==> src/eapc_pkg.sv <==
/*
 * Constants, register map and carrier types for the enable, alert and
 * phase-output pin control block.
 * Assumes an APB master on pclk and synchronous, debounced pin levels.
 */
package eapc_pkg;

    localparam logic [7:0]  ADDR_CTRL     = 8'h00;
    localparam logic [7:0]  ADDR_STATUS   = 8'h04;
    localparam logic [7:0]  ADDR_BUSADDR  = 8'h08;
    localparam logic [7:0]  ADDR_PWR_THR  = 8'h0C;
    localparam logic [7:0]  ADDR_PWR_MEAS = 8'h10;
    localparam logic [7:0]  ADDR_PHASE    = 8'h14;

    // Control field positions
    localparam int CTRL_POL_LOW   = 0;
    localparam int CTRL_OFS_EN    = 1;
    localparam int CTRL_PROT_EN   = 2;
    localparam int CTRL_PALRT_EN  = 3;
    localparam int CTRL_SPLIT     = 4;
    localparam int CTRL_ALRT_CLR  = 5;

    // Status field positions
    localparam int ST_READY    = 0;
    localparam int ST_ENABLED  = 1;
    localparam int ST_ALERT    = 2;
    localparam int ST_PALERT   = 3;
    localparam int ST_BUS_OK   = 4;
    localparam int ST_ARMED    = 5;

    localparam int ADDR_W   = 7;
    localparam int OFS_W    = 3;
    localparam int PWR_W    = 16;
    localparam int NPHASE   = 8;

    localparam logic [31:0]       CTRL_RESET   = 32'h0000_0000;
    localparam logic [ADDR_W-1:0] BUSADDR_RST  = 7'h40;
    localparam logic [PWR_W-1:0]  PWR_THR_RST  = 16'hFFFF;
    localparam logic [31:0]       READ_ZERO    = 32'h0000_0000;

    // Management bus clock ceiling in kHz
    localparam int MGMT_MAX_KHZ = 1000;

    typedef enum logic [2:0] {
        EAPC_OFF     = 3'b001,
        EAPC_CONFIG  = 3'b010,
        EAPC_RUN     = 3'b100
    } eapc_mode_t;

    typedef struct packed {
        logic [NPHASE-1:0] out;
        logic [NPHASE-1:0] oe;
    } eapc_phase_t;

    typedef struct packed {
        logic        paddr_dummy;
        logic        mgmt_alert_oe;
        logic        power_alert_n;
        logic        regulator_ready;
        logic        bus_allow;
    } eapc_pins_t;

    typedef struct packed {
        eapc_mode_t        mode;
        logic [31:0]       ctrl;
        logic [ADDR_W-1:0] nvm_addr;
        logic [ADDR_W-1:0] eff_addr;
        logic [OFS_W-1:0]  offset;
        logic [PWR_W-1:0]  pwr_thr;
        logic [NPHASE-1:0] phase_pat;
        logic              armed;
        logic              ready;
        logic              alert;
        logic              palert;
        logic              bus_allow;
        logic              pready;
        logic [31:0]       prdata;
    } eapc_state_t;

endpackage

==> src/eapc_top.sv <==
/*
 * Enable, alert and phase-output pin control with an APB register file.
 * Assumes all pin inputs are already synchronous to pclk.
 */
`timescale 1ns/1ps
module eapc_top (
    input  wire logic                        pclk,
    input  wire logic                        presetn,
    input  wire logic                        psel,
    input  wire logic                        penable,
    input  wire logic                        pwrite,
    input  wire logic [7:0]                  paddr,
    input  wire logic [31:0]                 pwdata,
    output logic                             pready,
    output logic [31:0]                      prdata,
    output logic                             pslverr,
    input  wire logic                        enable_in,
    input  wire logic                        vin_present,
    input  wire logic                        vcc_present,
    input  wire logic [eapc_pkg::OFS_W-1:0]  addr_offset_setting,
    input  wire logic                        addr_offset_bus_guard,
    input  wire logic [eapc_pkg::PWR_W-1:0]  input_power,
    input  wire logic [eapc_pkg::NPHASE-1:0] phase_pwm_core,
    output logic                             regulator_ready,
    output logic                             mgmt_alert_n,
    output logic                             mgmt_alert_oe,
    output logic                             power_alert_n,
    output logic                             mgmt_bus_allow,
    output logic [eapc_pkg::ADDR_W-1:0]      mgmt_bus_addr,
    output eapc_pkg::eapc_phase_t            phase_drive_out,
    output logic                             loop_two_first_phase_drive,
    output logic                             loop_two_second_phase_drive
);
    import eapc_pkg::*;

    eapc_state_t s_reg;
    eapc_state_t s_next;

    logic en_active;
    logic supplies_ok;
    logic acc;
    logic wr;

    function automatic logic hit(input logic [7:0] a, input logic [7:0] r);
        hit = (a == r);
    endfunction

    always_comb begin
        en_active   = enable_in ^ s_reg.ctrl[CTRL_POL_LOW];
        supplies_ok = vin_present & vcc_present;
        acc         = psel & penable;
        wr          = acc & pwrite;
    end

    always_comb begin
        logic [31:0] rd;
        logic        status_now;
        rd     = READ_ZERO;
        s_next = s_reg;
        s_next.pready = acc;
        // Read data captured in setup so it stands through the access phase
        if (psel && !penable && !pwrite) begin
            if (hit(paddr, ADDR_CTRL)) begin
                rd = s_reg.ctrl;
            end else if (hit(paddr, ADDR_STATUS)) begin
                rd[ST_READY]   = s_reg.ready;
                rd[ST_ENABLED] = en_active;
                rd[ST_ALERT]   = s_reg.alert;
                rd[ST_PALERT]  = s_reg.palert;
                rd[ST_BUS_OK]  = s_reg.bus_allow;
                rd[ST_ARMED]   = s_reg.armed;
            end else if (hit(paddr, ADDR_BUSADDR)) begin
                rd[ADDR_W-1:0] = s_reg.eff_addr;
            end else if (hit(paddr, ADDR_PWR_THR)) begin
                rd[PWR_W-1:0] = s_reg.pwr_thr;
            end else if (hit(paddr, ADDR_PWR_MEAS)) begin
                rd[PWR_W-1:0] = input_power;
            end else if (hit(paddr, ADDR_PHASE)) begin
                rd[NPHASE-1:0] = s_reg.phase_pat;
            end
            s_next.prdata = rd;
        end
        if (wr) begin
            if (hit(paddr, ADDR_CTRL)) begin
                s_next.ctrl = pwdata;
                s_next.ctrl[CTRL_ALRT_CLR] = 1'b0;
            end else if (hit(paddr, ADDR_BUSADDR)) begin
                s_next.nvm_addr = pwdata[ADDR_W-1:0];
            end else if (hit(paddr, ADDR_PWR_THR)) begin
                s_next.pwr_thr = pwdata[PWR_W-1:0];
            end
        end
        // Offset taken once, then pin becomes bus gate
        case (s_reg.mode)
            EAPC_OFF: begin
                s_next.mode = EAPC_CONFIG;
            end
            EAPC_CONFIG: begin
                s_next.offset = addr_offset_setting;
                s_next.mode   = EAPC_RUN;
            end
            EAPC_RUN: begin
                s_next.mode = EAPC_RUN;
            end
            default: begin
                s_next.mode = EAPC_OFF;
            end
        endcase
        s_next.eff_addr = s_reg.ctrl[CTRL_OFS_EN]
            ? ADDR_W'(s_reg.nvm_addr + ADDR_W'(s_reg.offset))
            : s_reg.nvm_addr;
        s_next.bus_allow = (s_reg.mode == EAPC_RUN) &&
            (!s_reg.ctrl[CTRL_PROT_EN] || addr_offset_bus_guard);
        s_next.ready = en_active && supplies_ok
                       && (s_reg.mode == EAPC_RUN);
        if (en_active && supplies_ok) begin
            s_next.armed = 1'b1;
        end
        s_next.phase_pat = phase_pwm_core;
        s_next.palert = s_reg.ctrl[CTRL_PALRT_EN]
                        && (input_power > s_reg.pwr_thr);
        status_now = (s_next.ready != s_reg.ready)
                     || (s_next.palert != s_reg.palert);
        if (wr && hit(paddr, ADDR_CTRL) && pwdata[CTRL_ALRT_CLR]) begin
            s_next.alert = 1'b0;
        end
        if (status_now) begin
            s_next.alert = 1'b1;
        end
    end

    always_ff @(posedge pclk or negedge presetn) begin
        if (!presetn) begin
            s_reg           <= '0;
            s_reg.mode      <= EAPC_OFF;
            s_reg.ctrl      <= CTRL_RESET;
            s_reg.nvm_addr  <= BUSADDR_RST;
            s_reg.eff_addr  <= BUSADDR_RST;
            s_reg.pwr_thr   <= PWR_THR_RST;
        end else begin
            s_reg <= s_next;
        end
    end

    assign pready          = 1'b1;
    assign pslverr         = 1'b0;
    assign prdata          = s_reg.prdata;
    assign regulator_ready = s_reg.ready;
    assign mgmt_alert_n    = 1'b0;
    assign mgmt_alert_oe   = s_reg.alert;
    assign power_alert_n   = ~s_reg.palert;
    assign mgmt_bus_allow  = s_reg.bus_allow;
    assign mgmt_bus_addr   = s_reg.eff_addr;

    // Outputs live only while running, tri-stated until first enable with both supplies present
    genvar g;
    generate
        for (g = 0; g < NPHASE; g++) begin : g_ph
            assign phase_drive_out.out[g] = s_reg.phase_pat[g] & s_reg.ready;
            assign phase_drive_out.oe[g]  = s_reg.armed;
        end
    endgenerate

    assign loop_two_first_phase_drive  =
        s_reg.ctrl[CTRL_SPLIT] & phase_drive_out.out[NPHASE-1];
    assign loop_two_second_phase_drive =
        s_reg.ctrl[CTRL_SPLIT] & phase_drive_out.out[NPHASE-2];

    tri_hold_a: assert property (@(posedge pclk) disable iff (!presetn)
        !s_reg.armed |-> phase_drive_out.oe == '0)
        else $error("phase outputs driven before enable");
    ready_drop_a: assert property (@(posedge pclk) disable iff (!presetn)
        !en_active |=> !regulator_ready)
        else $error("ready stayed high after disable");
    supply_gate_a: assert property (@(posedge pclk) disable iff (!presetn)
        !(vin_present && vcc_present) |=> !regulator_ready)
        else $error("ready without supplies");
    pol_sel_a: assert property (@(posedge pclk) disable iff (!presetn)
        (s_reg.mode == EAPC_RUN && supplies_ok &&
         (enable_in != s_reg.ctrl[CTRL_POL_LOW]) &&
         $stable(s_reg.ctrl)) |=> regulator_ready)
        else $error("enable polarity ignored");
    ofs_hold_a: assert property (@(posedge pclk) disable iff (!presetn)
        s_reg.mode == EAPC_RUN |=> $stable(s_reg.offset))
        else $error("offset changed after capture");
    bus_gate_a: assert property (@(posedge pclk) disable iff (!presetn)
        (s_reg.mode == EAPC_RUN && s_reg.ctrl[CTRL_PROT_EN] &&
         !addr_offset_bus_guard) |=> !mgmt_bus_allow)
        else $error("bus open while guard low");
    palert_a: assert property (@(posedge pclk) disable iff (!presetn)
        (s_reg.ctrl[CTRL_PALRT_EN] && input_power > s_reg.pwr_thr)
        |=> !power_alert_n)
        else $error("power alert missing");
    alert_set_a: assert property (@(posedge pclk) disable iff (!presetn)
        $changed(regulator_ready) |-> mgmt_alert_oe)
        else $error("status change not flagged");
    split_map_a: assert property (@(posedge pclk) disable iff (!presetn)
        s_reg.ctrl[CTRL_SPLIT] |-> loop_two_first_phase_drive
        == phase_drive_out.out[NPHASE-1])
        else $error("loop two mapping wrong");
    split_second_a: assert property (@(posedge pclk) disable iff (!presetn)
        s_reg.ctrl[CTRL_SPLIT] |-> loop_two_second_phase_drive
        == phase_drive_out.out[NPHASE-2])
        else $error("loop two second mapping wrong");
    split_off_a: assert property (@(posedge pclk) disable iff (!presetn)
        !s_reg.ctrl[CTRL_SPLIT] |->
        !(loop_two_first_phase_drive || loop_two_second_phase_drive))
        else $error("loop two outputs live without split");
    oe_sticky_a: assert property (@(posedge pclk) disable iff (!presetn)
        s_reg.armed |=> (phase_drive_out.oe == '1))
        else $error("phase outputs released after enable");
    out_gate_a: assert property (@(posedge pclk) disable iff (!presetn)
        !regulator_ready |-> (phase_drive_out.out == '0))
        else $error("phase driven while not ready");
    alert_od_a: assert property (@(posedge pclk) disable iff (!presetn)
        mgmt_alert_oe |-> !mgmt_alert_n)
        else $error("alert driven high");
    rd_hold_a: assert property (@(posedge pclk) disable iff (!presetn)
        (psel && penable) |=> $stable(prdata))
        else $error("read data moved after access");

endmodule

==> config.mk <==
export PLATFORM = sky130hd
export DESIGN_NAME = eapc_top
export DESIGN_NICKNAME = d
export VERILOG_FILES = /design/src/eapc_pkg.sv /design/src/eapc_top.sv
export SDC_FILE = /design/constraint.sdc
export NUM_CORES = 1
export LEC_CHECK = 0
export BUFFER_PORTS_ARGS = -buffer_cell sky130_fd_sc_hd__buf_2
export CAP_MARGIN = 20
export CORE_AREA = 2 2 116 118
export DETAILED_ROUTE_END_ITERATION = 7
export DIE_AREA = 0 0 118 120
export PLACE_DENSITY_LB_ADDON = 0.05
export SYNTH_ARGS = -nofsm -noshare
export SYNTH_HDL_FRONTEND = slang
export SYNTH_SLANG_ARGS = --single-unit
==> constraint.sdc <==
create_clock -name pclk -period 2.3 [get_ports pclk]
set_clock_uncertainty 0.05 [all_clocks]
set_input_delay 0.345 -clock pclk [delete_from_list [all_inputs] [get_ports pclk]]
set_output_delay 0.345 -clock pclk [all_outputs]
set_load 0.03 [all_outputs]
* Word level (Yosys, flattened, before mapping)
Index checks and enable logic that the tools add are counted.
Cells by class: add/subtract/negate cells 1, multipliers 0, divide/modulo/power cells 0, magnitude comparators 1, equality and inequality tests 10, shift-type cells 0, multiplexer cells 14, bitwise gates (word level) 17, reduce and logical (&&, ||, !) cells 19
Operator list (number):
- 2-to-1 mux 16 bit | 3
- 2-to-1 mux 8 bit | 3
- == test 8 x 4 -> 1 bit, second input constant | 2
- == test 8 x 5 -> 1 bit, second input constant | 2
- > comparator 16 bit | 1
- 2-to-1 mux 7 bit | 2
- AND 1 bit | 13
- 2-to-1 mux 10 bit | 1
- 2-to-1 mux 9 bit | 1
- == test 8 x 3 -> 1 bit, second input constant | 1
- logical AND 1 bit | 8
- zero test 8 bit | 1
- adder 7 x 3 -> 7 bit | 1
- 2-to-1 mux 6 bit | 1
- case mux 3 bit (2 select lines) | 1
- AND reduction 4 bit | 1
- == test 3 x 1 -> 1 bit, second input constant | 1
- == test 3 x 2 -> 1 bit, second input constant | 1
- == test 3 bit, second input constant | 1
- zero test 1 bit | 3
- inverter 1 bit | 3
- AND reduction 3 bit | 1
- logical OR 1 bit | 2
- 2-to-1 mux 1 bit | 2
- other kinds (5) | 6
Storage, ports and cells: register bits after elaboration 112, bits in latches 0, bits in writable memories 0, memory bits (read-only) 0, input bits 76, word-level logic and storage cells 75, memories kept 0

* Depth between registers and ports, before layout
Gate-level depths: netlist of the first run.
depth after elaboration 7, gate-level depth with buffers 7, depth with buffers taken out 7

* Worst setup path after synthesis of the first run
OpenSTA, ideal clock, no wires.
path type input to register, start point in paddr[3], end point reg s_reg[90] (netlist name), arrival 1.893 ns, data required time 2.125 ns, path slack 0.233 ns, cell stages on the path 5, path through clkbuf_1 > or4_1 > nor3_2 > buf_4 > mux2_2
Between the ends: word-level cells in the longest chain between the ends 2
Ends and longest elaborated chain:
- start: declaration | RTL line eapc_top.sv:12 | input wire logic [7:0] paddr,
- zero test 8 bit | RTL line eapc_top.sv:45 | hit = (a == r);
- AND reduction 2 bit (no source line)
- end signal: assignment | RTL line eapc_top.sv:141 | s_reg <= s_next;
- end: declaration | RTL line eapc_top.sv:36 | eapc_state_t s_reg;
No other way between the ends. A chain may end at the register's enable or synchronous reset.

==> results of run 1 <==
[stage by stage]
| step | hold WS [ps] | std cells | area (um2) | utilization |
|---|---|---|---|---|
| final | 47.81 | 820 | 6604 | 0.5088 |
| after floorplan | -0.5911 | 541 | 5655 | - |
| after detailed placement | 334.2 | 803 | 6286 | 0.4843 |
| after global placement | 328.8 | 803 | 6286 | 0.4843 |
| after global routing | 38.47 | 820 | 6604 | 0.5088 |
| after CTS | 36.37 | 820 | 6604 | 0.5088 |
[cells by family (layout without fill, tap and decap cells)]
logic type,after synthesis,after routing
flops,112,112
xor+xnor,8,8
other cells,2,3
fa+ha+maj,20,20
buf+inv,94,197
mux,46,46
compound gates,91,91
simple gates,167,167
[worst paths after layout]
path,from,to,depth (start not counted)
setup / recovery,s_reg[47],mgmt_alert_oe,7
hold / removal,phase_pwm_core[0],s_reg[38],1
setup reg to reg,s_reg[47],mgmt_alert_oe,7
hold reg to reg,prdata[24],prdata[24],2
max in group asynchronous,presetn,s_reg[55],3
min in group asynchronous,presetn,s_reg[97],2
[synthesized netlist by cell type, drive strengths merged, types with 3 or more instances]
master,number
mux2,44
a221oi,3
o211ai,3
buf,58
nor2b,5
nand4,6
inv,23
o32ai,3
a21oi,16
ha,19
dfrtp,93
and2,11
xor2,3
xnor2,5
o21ai,34
a222oi,8
a22oi,6
nand3,22
nor2,27
nand2,77
nor3,5
nand2b,4
a31oi,3
dfstp,19
clkbuf,13
[layer usage]
layer | track usage | part of all wire | up-vias | routed length, um
li1 | - | - | 2020 | -
met1 | 0.2858 | 0.45 | 2137 | 6552
met2 | 0.3463 | 0.49 | 118 | 7044
met3 | 0.03422 | 0.044 | 12 | 630
met4 | 0.06401 | 0.014 | 0 | 197
met5 | 0 | 0 | - | 0
[layout make-up]
class	count	area [um2]
fillers	1283	6376
flip-flops and latches	112	2826
multi-input cells	335	2275
repair buffers	158	888.4
clock buffers	13	240.2
well taps	176	220.2
inverters	23	86.33
clock inverters	3	67.56
[power by group through the flow]
stage	logic, mW	clock network, mW	registers, mW
2_1_floorplan	0.185	0	2.07
3_3_place_gp	0.358	0	2.08
3_5_place_dp	0.362	0	2.08
4_1_cts	0.365	1.71	2.04
5_1_grt	0.399	1.77	2.05
6_report	0.360	1.66	2.04
[timing repair]
item / in CTS / in global routing
hold buffers: 1 / 0
endpoints found under the hold margin: 31 / 0
setup buffers: 0 / 0
[critical path: cells and delay by family (launching register included)]
| family | cells | cell delay [ps] |
|---|---|---|
| compound gates | 3 | 780 |
| flops | 1 | 520 |
| fa+ha+maj | 1 | 300 |
| mux | 1 | 220 |
| simple gates | 1 | 130 |
| buf+inv | 1 | 70 |
==> metrics.md, run 1 <==
| Metric | Value |
|---|---|
| Status | `finished, final reports clean` |
| Post-synth cell types | `53` |
| Top cells by area, synth | `dfrtp_1 (41%), dfstp_2 (8.8%), mux2_2 (8.6%)` |
| Max stage delay on crit path | `520 ps` |
| Core area | `12980 um2` |
| Vias in the first global route | `4267` |
| Synth Area in XOR/XNOR | `0.01240` |
| Drt first pass iters | `6` |
| # rows | `42` |
| CP Max Fanout | `3` |
| Worst setup margin | `145.9 ps` |
| P&R area growth vs syn | `16.85%` |
| Die X-Extent | `118 um` |
| Relative slew slack | `0.6155` |
| Clock sinks | `112` |
| Logic pwr share | `0.089` |
| Adder-cell area share of the yosys netlist | `0.04561` |
| Fin. Hold Viols | `0` |
| Switch Pwr | `953.3 uW` |
| Post-synth top flop | `dfrtp_1` |
| Arrival @ worst endpoint | `2380 ps` |
| Die Area | `14160 um2` |
| Clock power share | `0.408` |
| Initial antenna violation count | `0` |
| Max VDD drop | `0.4235 mV` |
| Worst path required time | `2530 ps` |
| Largest net degree at the start of global routing | `50` |
| Final net count | `735` |
| Final Max Tran Viols | `0` |
| Max-cap check violation count | `0` |
| Gpl congestion | `0.9432` |
| Initial core utilization | `0.4354` |
| CP endpoint kind | `flop` |
| Leakage power | `3.370 nW` |
| Layout cells sized above 1 | `0.3727` |
| Post-synth top area share | `0.4118` |
| CP Launch Type | `flop` |
| Post-CTS sizing | `0` |
| Fmax achieved | `0.4642 GHz` |
| Seq cells post-synth | `112` |
| Async set-or-reset flop fraction in the synthesized netlist | `1.000` |
| Clock transition at path regs | `70 ps` |
| RSZ-0062 raised after global routing | `no` |
| Gr ovfl total | `0` |
| CP max stage cell | `dfstp_2` |
| Cts bufs inserted | `9` |
| Mux share of post-synthesis cell area | `0.09121` |
| Clock Tree Root | `clkbuf_16` |
| FF-to-FF setup slack | `150 ps` |
| Total number of vias | `4287` |
| WS Path Type | `reg2reg` |
| Count of input and output buffers | `136` |
| # setup viols final | `0` |
| CTS tree | `yes` |
| Most frequent cells in the layout | `buf_2 (135), dfrtp_1 (93), nand2_1 (77), mux2_2 (43), o21ai_0 (32)` |
| Max reg flops | `69` |
| Via density | `5.228` |
| Ant diodes | `0` |
| Clk_lat worst skew | `350 ps` |
| Synthesized instance count | `540` |
| Post-route antenna net violation count | `0` |
| P_int | `3.107 mW` |
| Tot Pwr | `4.060 mW` |
| Post-Place Worst Slack | `62.00 ps` |
| Syn avg cell area | `10.47 um2` |
| Yosys top cell by area | `dfrtp_1` |
| Wirelength per Cell | `17.59 um` |
| Drc violations | `0` |
| Fin crit share | `0.9366` |
| Period minus WS final | `2154 ps` |
| Yosys Warn Count | `0` |
| Boundary Pins | `140` |
| Die Ht | `120 um` |
| Most common cell after layout, fill and taps aside | `buf_2` |
| Largest family of logic cells by synthesized area | `simple AND/OR/NAND/NOR gates` |
| Synth Cell Area | `5652 um2` |
| Final HPWL from detailed placement | `10970 um` |
| Sequential share of the synthesized area | `0.5001` |
| Sw frac | `0.2348` |
| Routed WL | `14420 um` |
| Power Density | `614.8 nW/um2` |
| H-Tree Depth | `3` |
| Setup TNS | `0 ps` |
| Worst-path cell chain | `inv_1, ha_1, nor2b_1, o211ai_1, a2111o_1, a31oi_1, mux2i_1` |
| Clock buffer depth | `2` |
| Compound-cell area share of the yosys netlist | `0.1076` |
| Flop pwr share | `0.504` |
| Initial drt markers | `380` |
| Simple-gate share of the synthesized area | `0.1426` |
| HP Class | `in2reg` |
| Total GRT Usage | `0.2101` |
| Post-synth EDFFs | `0` |
| First-pass GRT wire length | `22970 um` |
| Least-Margin Pin Slew | `576.7 ps` |
No activity file was read; power rests on OpenSTA's default activity.
==> run 2: changes to the inputs <==
--- a/config.mk
+++ b/config.mk
@@ -7,9 +7,11 @@
 export LEC_CHECK = 0
 export BUFFER_PORTS_ARGS = -buffer_cell sky130_fd_sc_hd__buf_2
 export CAP_MARGIN = 20
-export CORE_AREA = 2 2 116 118
+export CELL_PAD_IN_SITES_DETAIL_PLACEMENT = 1
+export CELL_PAD_IN_SITES_GLOBAL_PLACEMENT = 2
+export CORE_AREA = 2 2 134 136
 export DETAILED_ROUTE_END_ITERATION = 7
-export DIE_AREA = 0 0 118 120
+export DIE_AREA = 0 0 136 138
 export PLACE_DENSITY_LB_ADDON = 0.05
 export SYNTH_ARGS = -nofsm -noshare
 export SYNTH_HDL_FRONTEND = slang
==> run 2 against run 1 <==
- the flow now finishes with violations (negative hold slack)
- sequential share of layout area is 0.76 points lower
- worst setup slack better by 110 ps
- routed wire length is 12% higher
- register-to-register slack better by 110 ps
- combinational power is 3% higher
- clock power hardly changed
- core utilization is 13 points lower
- critical path depth stayed put
- count of clock-buffer cells in the layout is 1 lower
- via count is 0.63% lower
==> metrics.md, run 2 (same netlist as run 1, synthesis figures left out) <==
| Metric | Value |
|---|---|
| Fmax achieved | `0.4897 GHz` |
| FF-to-FF setup slack | `260 ps` |
| Die Ht | `138 um` |
| Total number of vias | `4260` |
| Clk_lat worst skew | `350 ps` |
| Setup TNS | `0 ps` |
| P_int | `3.105 mW` |
| Most common cell after layout, fill and taps aside | `buf_2` |
| Cts hold-fix bufs | `0` |
| Vias in the first global route | `4580` |
| # rows | `49` |
| Hold WS | `-29.48 ps` |
| Post-Place Worst Slack | `58.17 ps` |
| Arrival @ worst endpoint | `2270 ps` |
| Die X-Extent | `136 um` |
| CTS tree | `yes` |
| Final HPWL from detailed placement | `12560 um` |
| Clock transition at path regs | `70 ps` |
| Initial antenna violation count | `0` |
| Initial core utilization | `0.3223` |
| Post-route antenna net violation count | `0` |
| Worst reg-to-reg path cell count | `7` |
| Setup bufs post-CTS | `0` |
| Drc violations | `0` |
| HP Class | `in2async` |
| CP Max Fanout | `3` |
| Max reg flops | `69` |
| Reg-to-reg critical path endpoint | `mgmt_alert_oe` |
| Status | `complete, but fails checks` |
| P&R area growth vs syn | `18.97%` |
| Clock sinks | `112` |
| Routed WL | `16220 um` |
| Switch Pwr | `968.6 uW` |
| Final Max Tran Viols | `0` |
| Relative slew slack | `0.5451` |
| Max VDD drop | `0.3302 mV` |
| Max-cap check violation count | `0` |
| Layout cells sized above 1 | `0.3815` |
| Total GRT Usage | `0.1808` |
| CP Launch Type | `flop` |
| Fillers | `1996` |
| Via density | `4.846` |
| Final net count | `741` |
| Count of input and output buffers | `136` |
| Least-Margin Pin Slew | `682.3 ps` |
| First-pass GRT wire length | `25830 um` |
| Cts bufs inserted | `9` |
| Failing checks | `negative hold slack` |
| Largest net degree at the start of global routing | `48` |
| RSZ-0062 raised after global routing | `no` |
| Core area | `17530 um2` |
| Gr ovfl total | `0` |
| Leakage power | `3.407 nW` |
| Sw frac | `0.2378` |
| Worst reg2reg path startpoint | `s_reg[47]` |
| Fin. Hold Viols | `20` |
| Worst setup margin | `258.1 ps` |
| Clock buffer depth | `2` |
| CP endpoint kind | `flop` |
| Power Density | `605.8 nW/um2` |
| Logic pwr share | `0.091` |
| Die Area | `18770 um2` |
| H-Tree Depth | `3` |
| Initial drt markers | `181` |
| Ant diodes | `0` |
| Boundary Pins | `140` |
| Fin crit share | `0.8878` |
| Drt first pass iters | `7` |
| Most frequent cells in the layout | `buf_2 (135), dfrtp_1 (93), nand2_1 (77), mux2_2 (43), o21ai_0 (32)` |
| # setup viols final | `0` |
| Period minus WS final | `2042 ps` |
| WS Path Type | `reg2reg` |
| Worst path required time | `2530 ps` |
| Tot Pwr | `4.073 mW` |
| Clock power share | `0.407` |
| Flop pwr share | `0.503` |
| Wirelength per Cell | `18.45 um` |
| Clock Tree Root | `clkbuf_16` |
| Post-CTS sizing | `0` |
| Gpl congestion | `0.7844` |
run 2: worst max-delay path by stage:
| stage | from | to | slack [ps] | cells past startpoint |
|---|---|---|---|---|
| global route | s_reg[47] | mgmt_alert_oe | 120 | 7 |
| detailed placement | paddr[5] | prdata[3] | 60 | 7 |
| global placement | paddr[1] | s_reg[92] | 100 | 5 |
| CTS | s_reg[57] | mgmt_alert_oe | 250 | 6 |
| floorplan | paddr[3] | s_reg[90] | 230 | 5 |
| finish | s_reg[47] | mgmt_alert_oe | 260 | 7 |
run 2: through the flow:
step	utilization	instance area, um2	std cells	hold WS [ps]
after floorplan	-	5655	541	-0.5911
after global placement	0.3660	6417	863	379.0
after detailed placement	0.3660	6417	863	387.2
after CTS	0.3835	6724	879	4.754
after global routing	0.3835	6724	879	11.35
final	0.3835	6724	879	-29.48
run 2: power groups by stage:
stage	clock network (mW)	logic [mW]	registers, mW
floorplan	0	0.185	2.07
global placement	0	0.372	2.08
detailed placement	0	0.377	2.08
CTS	1.73	0.379	2.05
global route	1.79	0.413	2.05
finish	1.66	0.369	2.05
run 2: worst max-delay path, stage by stage (launching register included):
cell	delay (ps)
dfstp_2	520
inv_1	60
ha_1	290
nor2b_1	140
o211ai_1	90
a2111o_1	370
a31oi_1	240
mux2i_1	200
run 2: routing by layer:
metal | track usage | up-vias | share of wire
met5 | 0 | - | 0
met4 | 0.05592 | 0 | 0.014
met1 | 0.2583 | 2113 | 0.47
met3 | 0.02604 | 13 | 0.043
li1 | - | 2035 | -
met2 | 0.2835 | 99 | 0.47
run 2: layout make-up:
type                       count  area, um2  share of cell area
clock inverter                 4      70.07             0.01042
inverter                      23      86.33             0.01284
clock buffer                  12      236.5             0.03517
timing repair buffer         164      943.4              0.1403
sequential                   112       2826              0.4204
multi-input combinational    335       2275              0.3383
tap                          229      286.5             0.04261
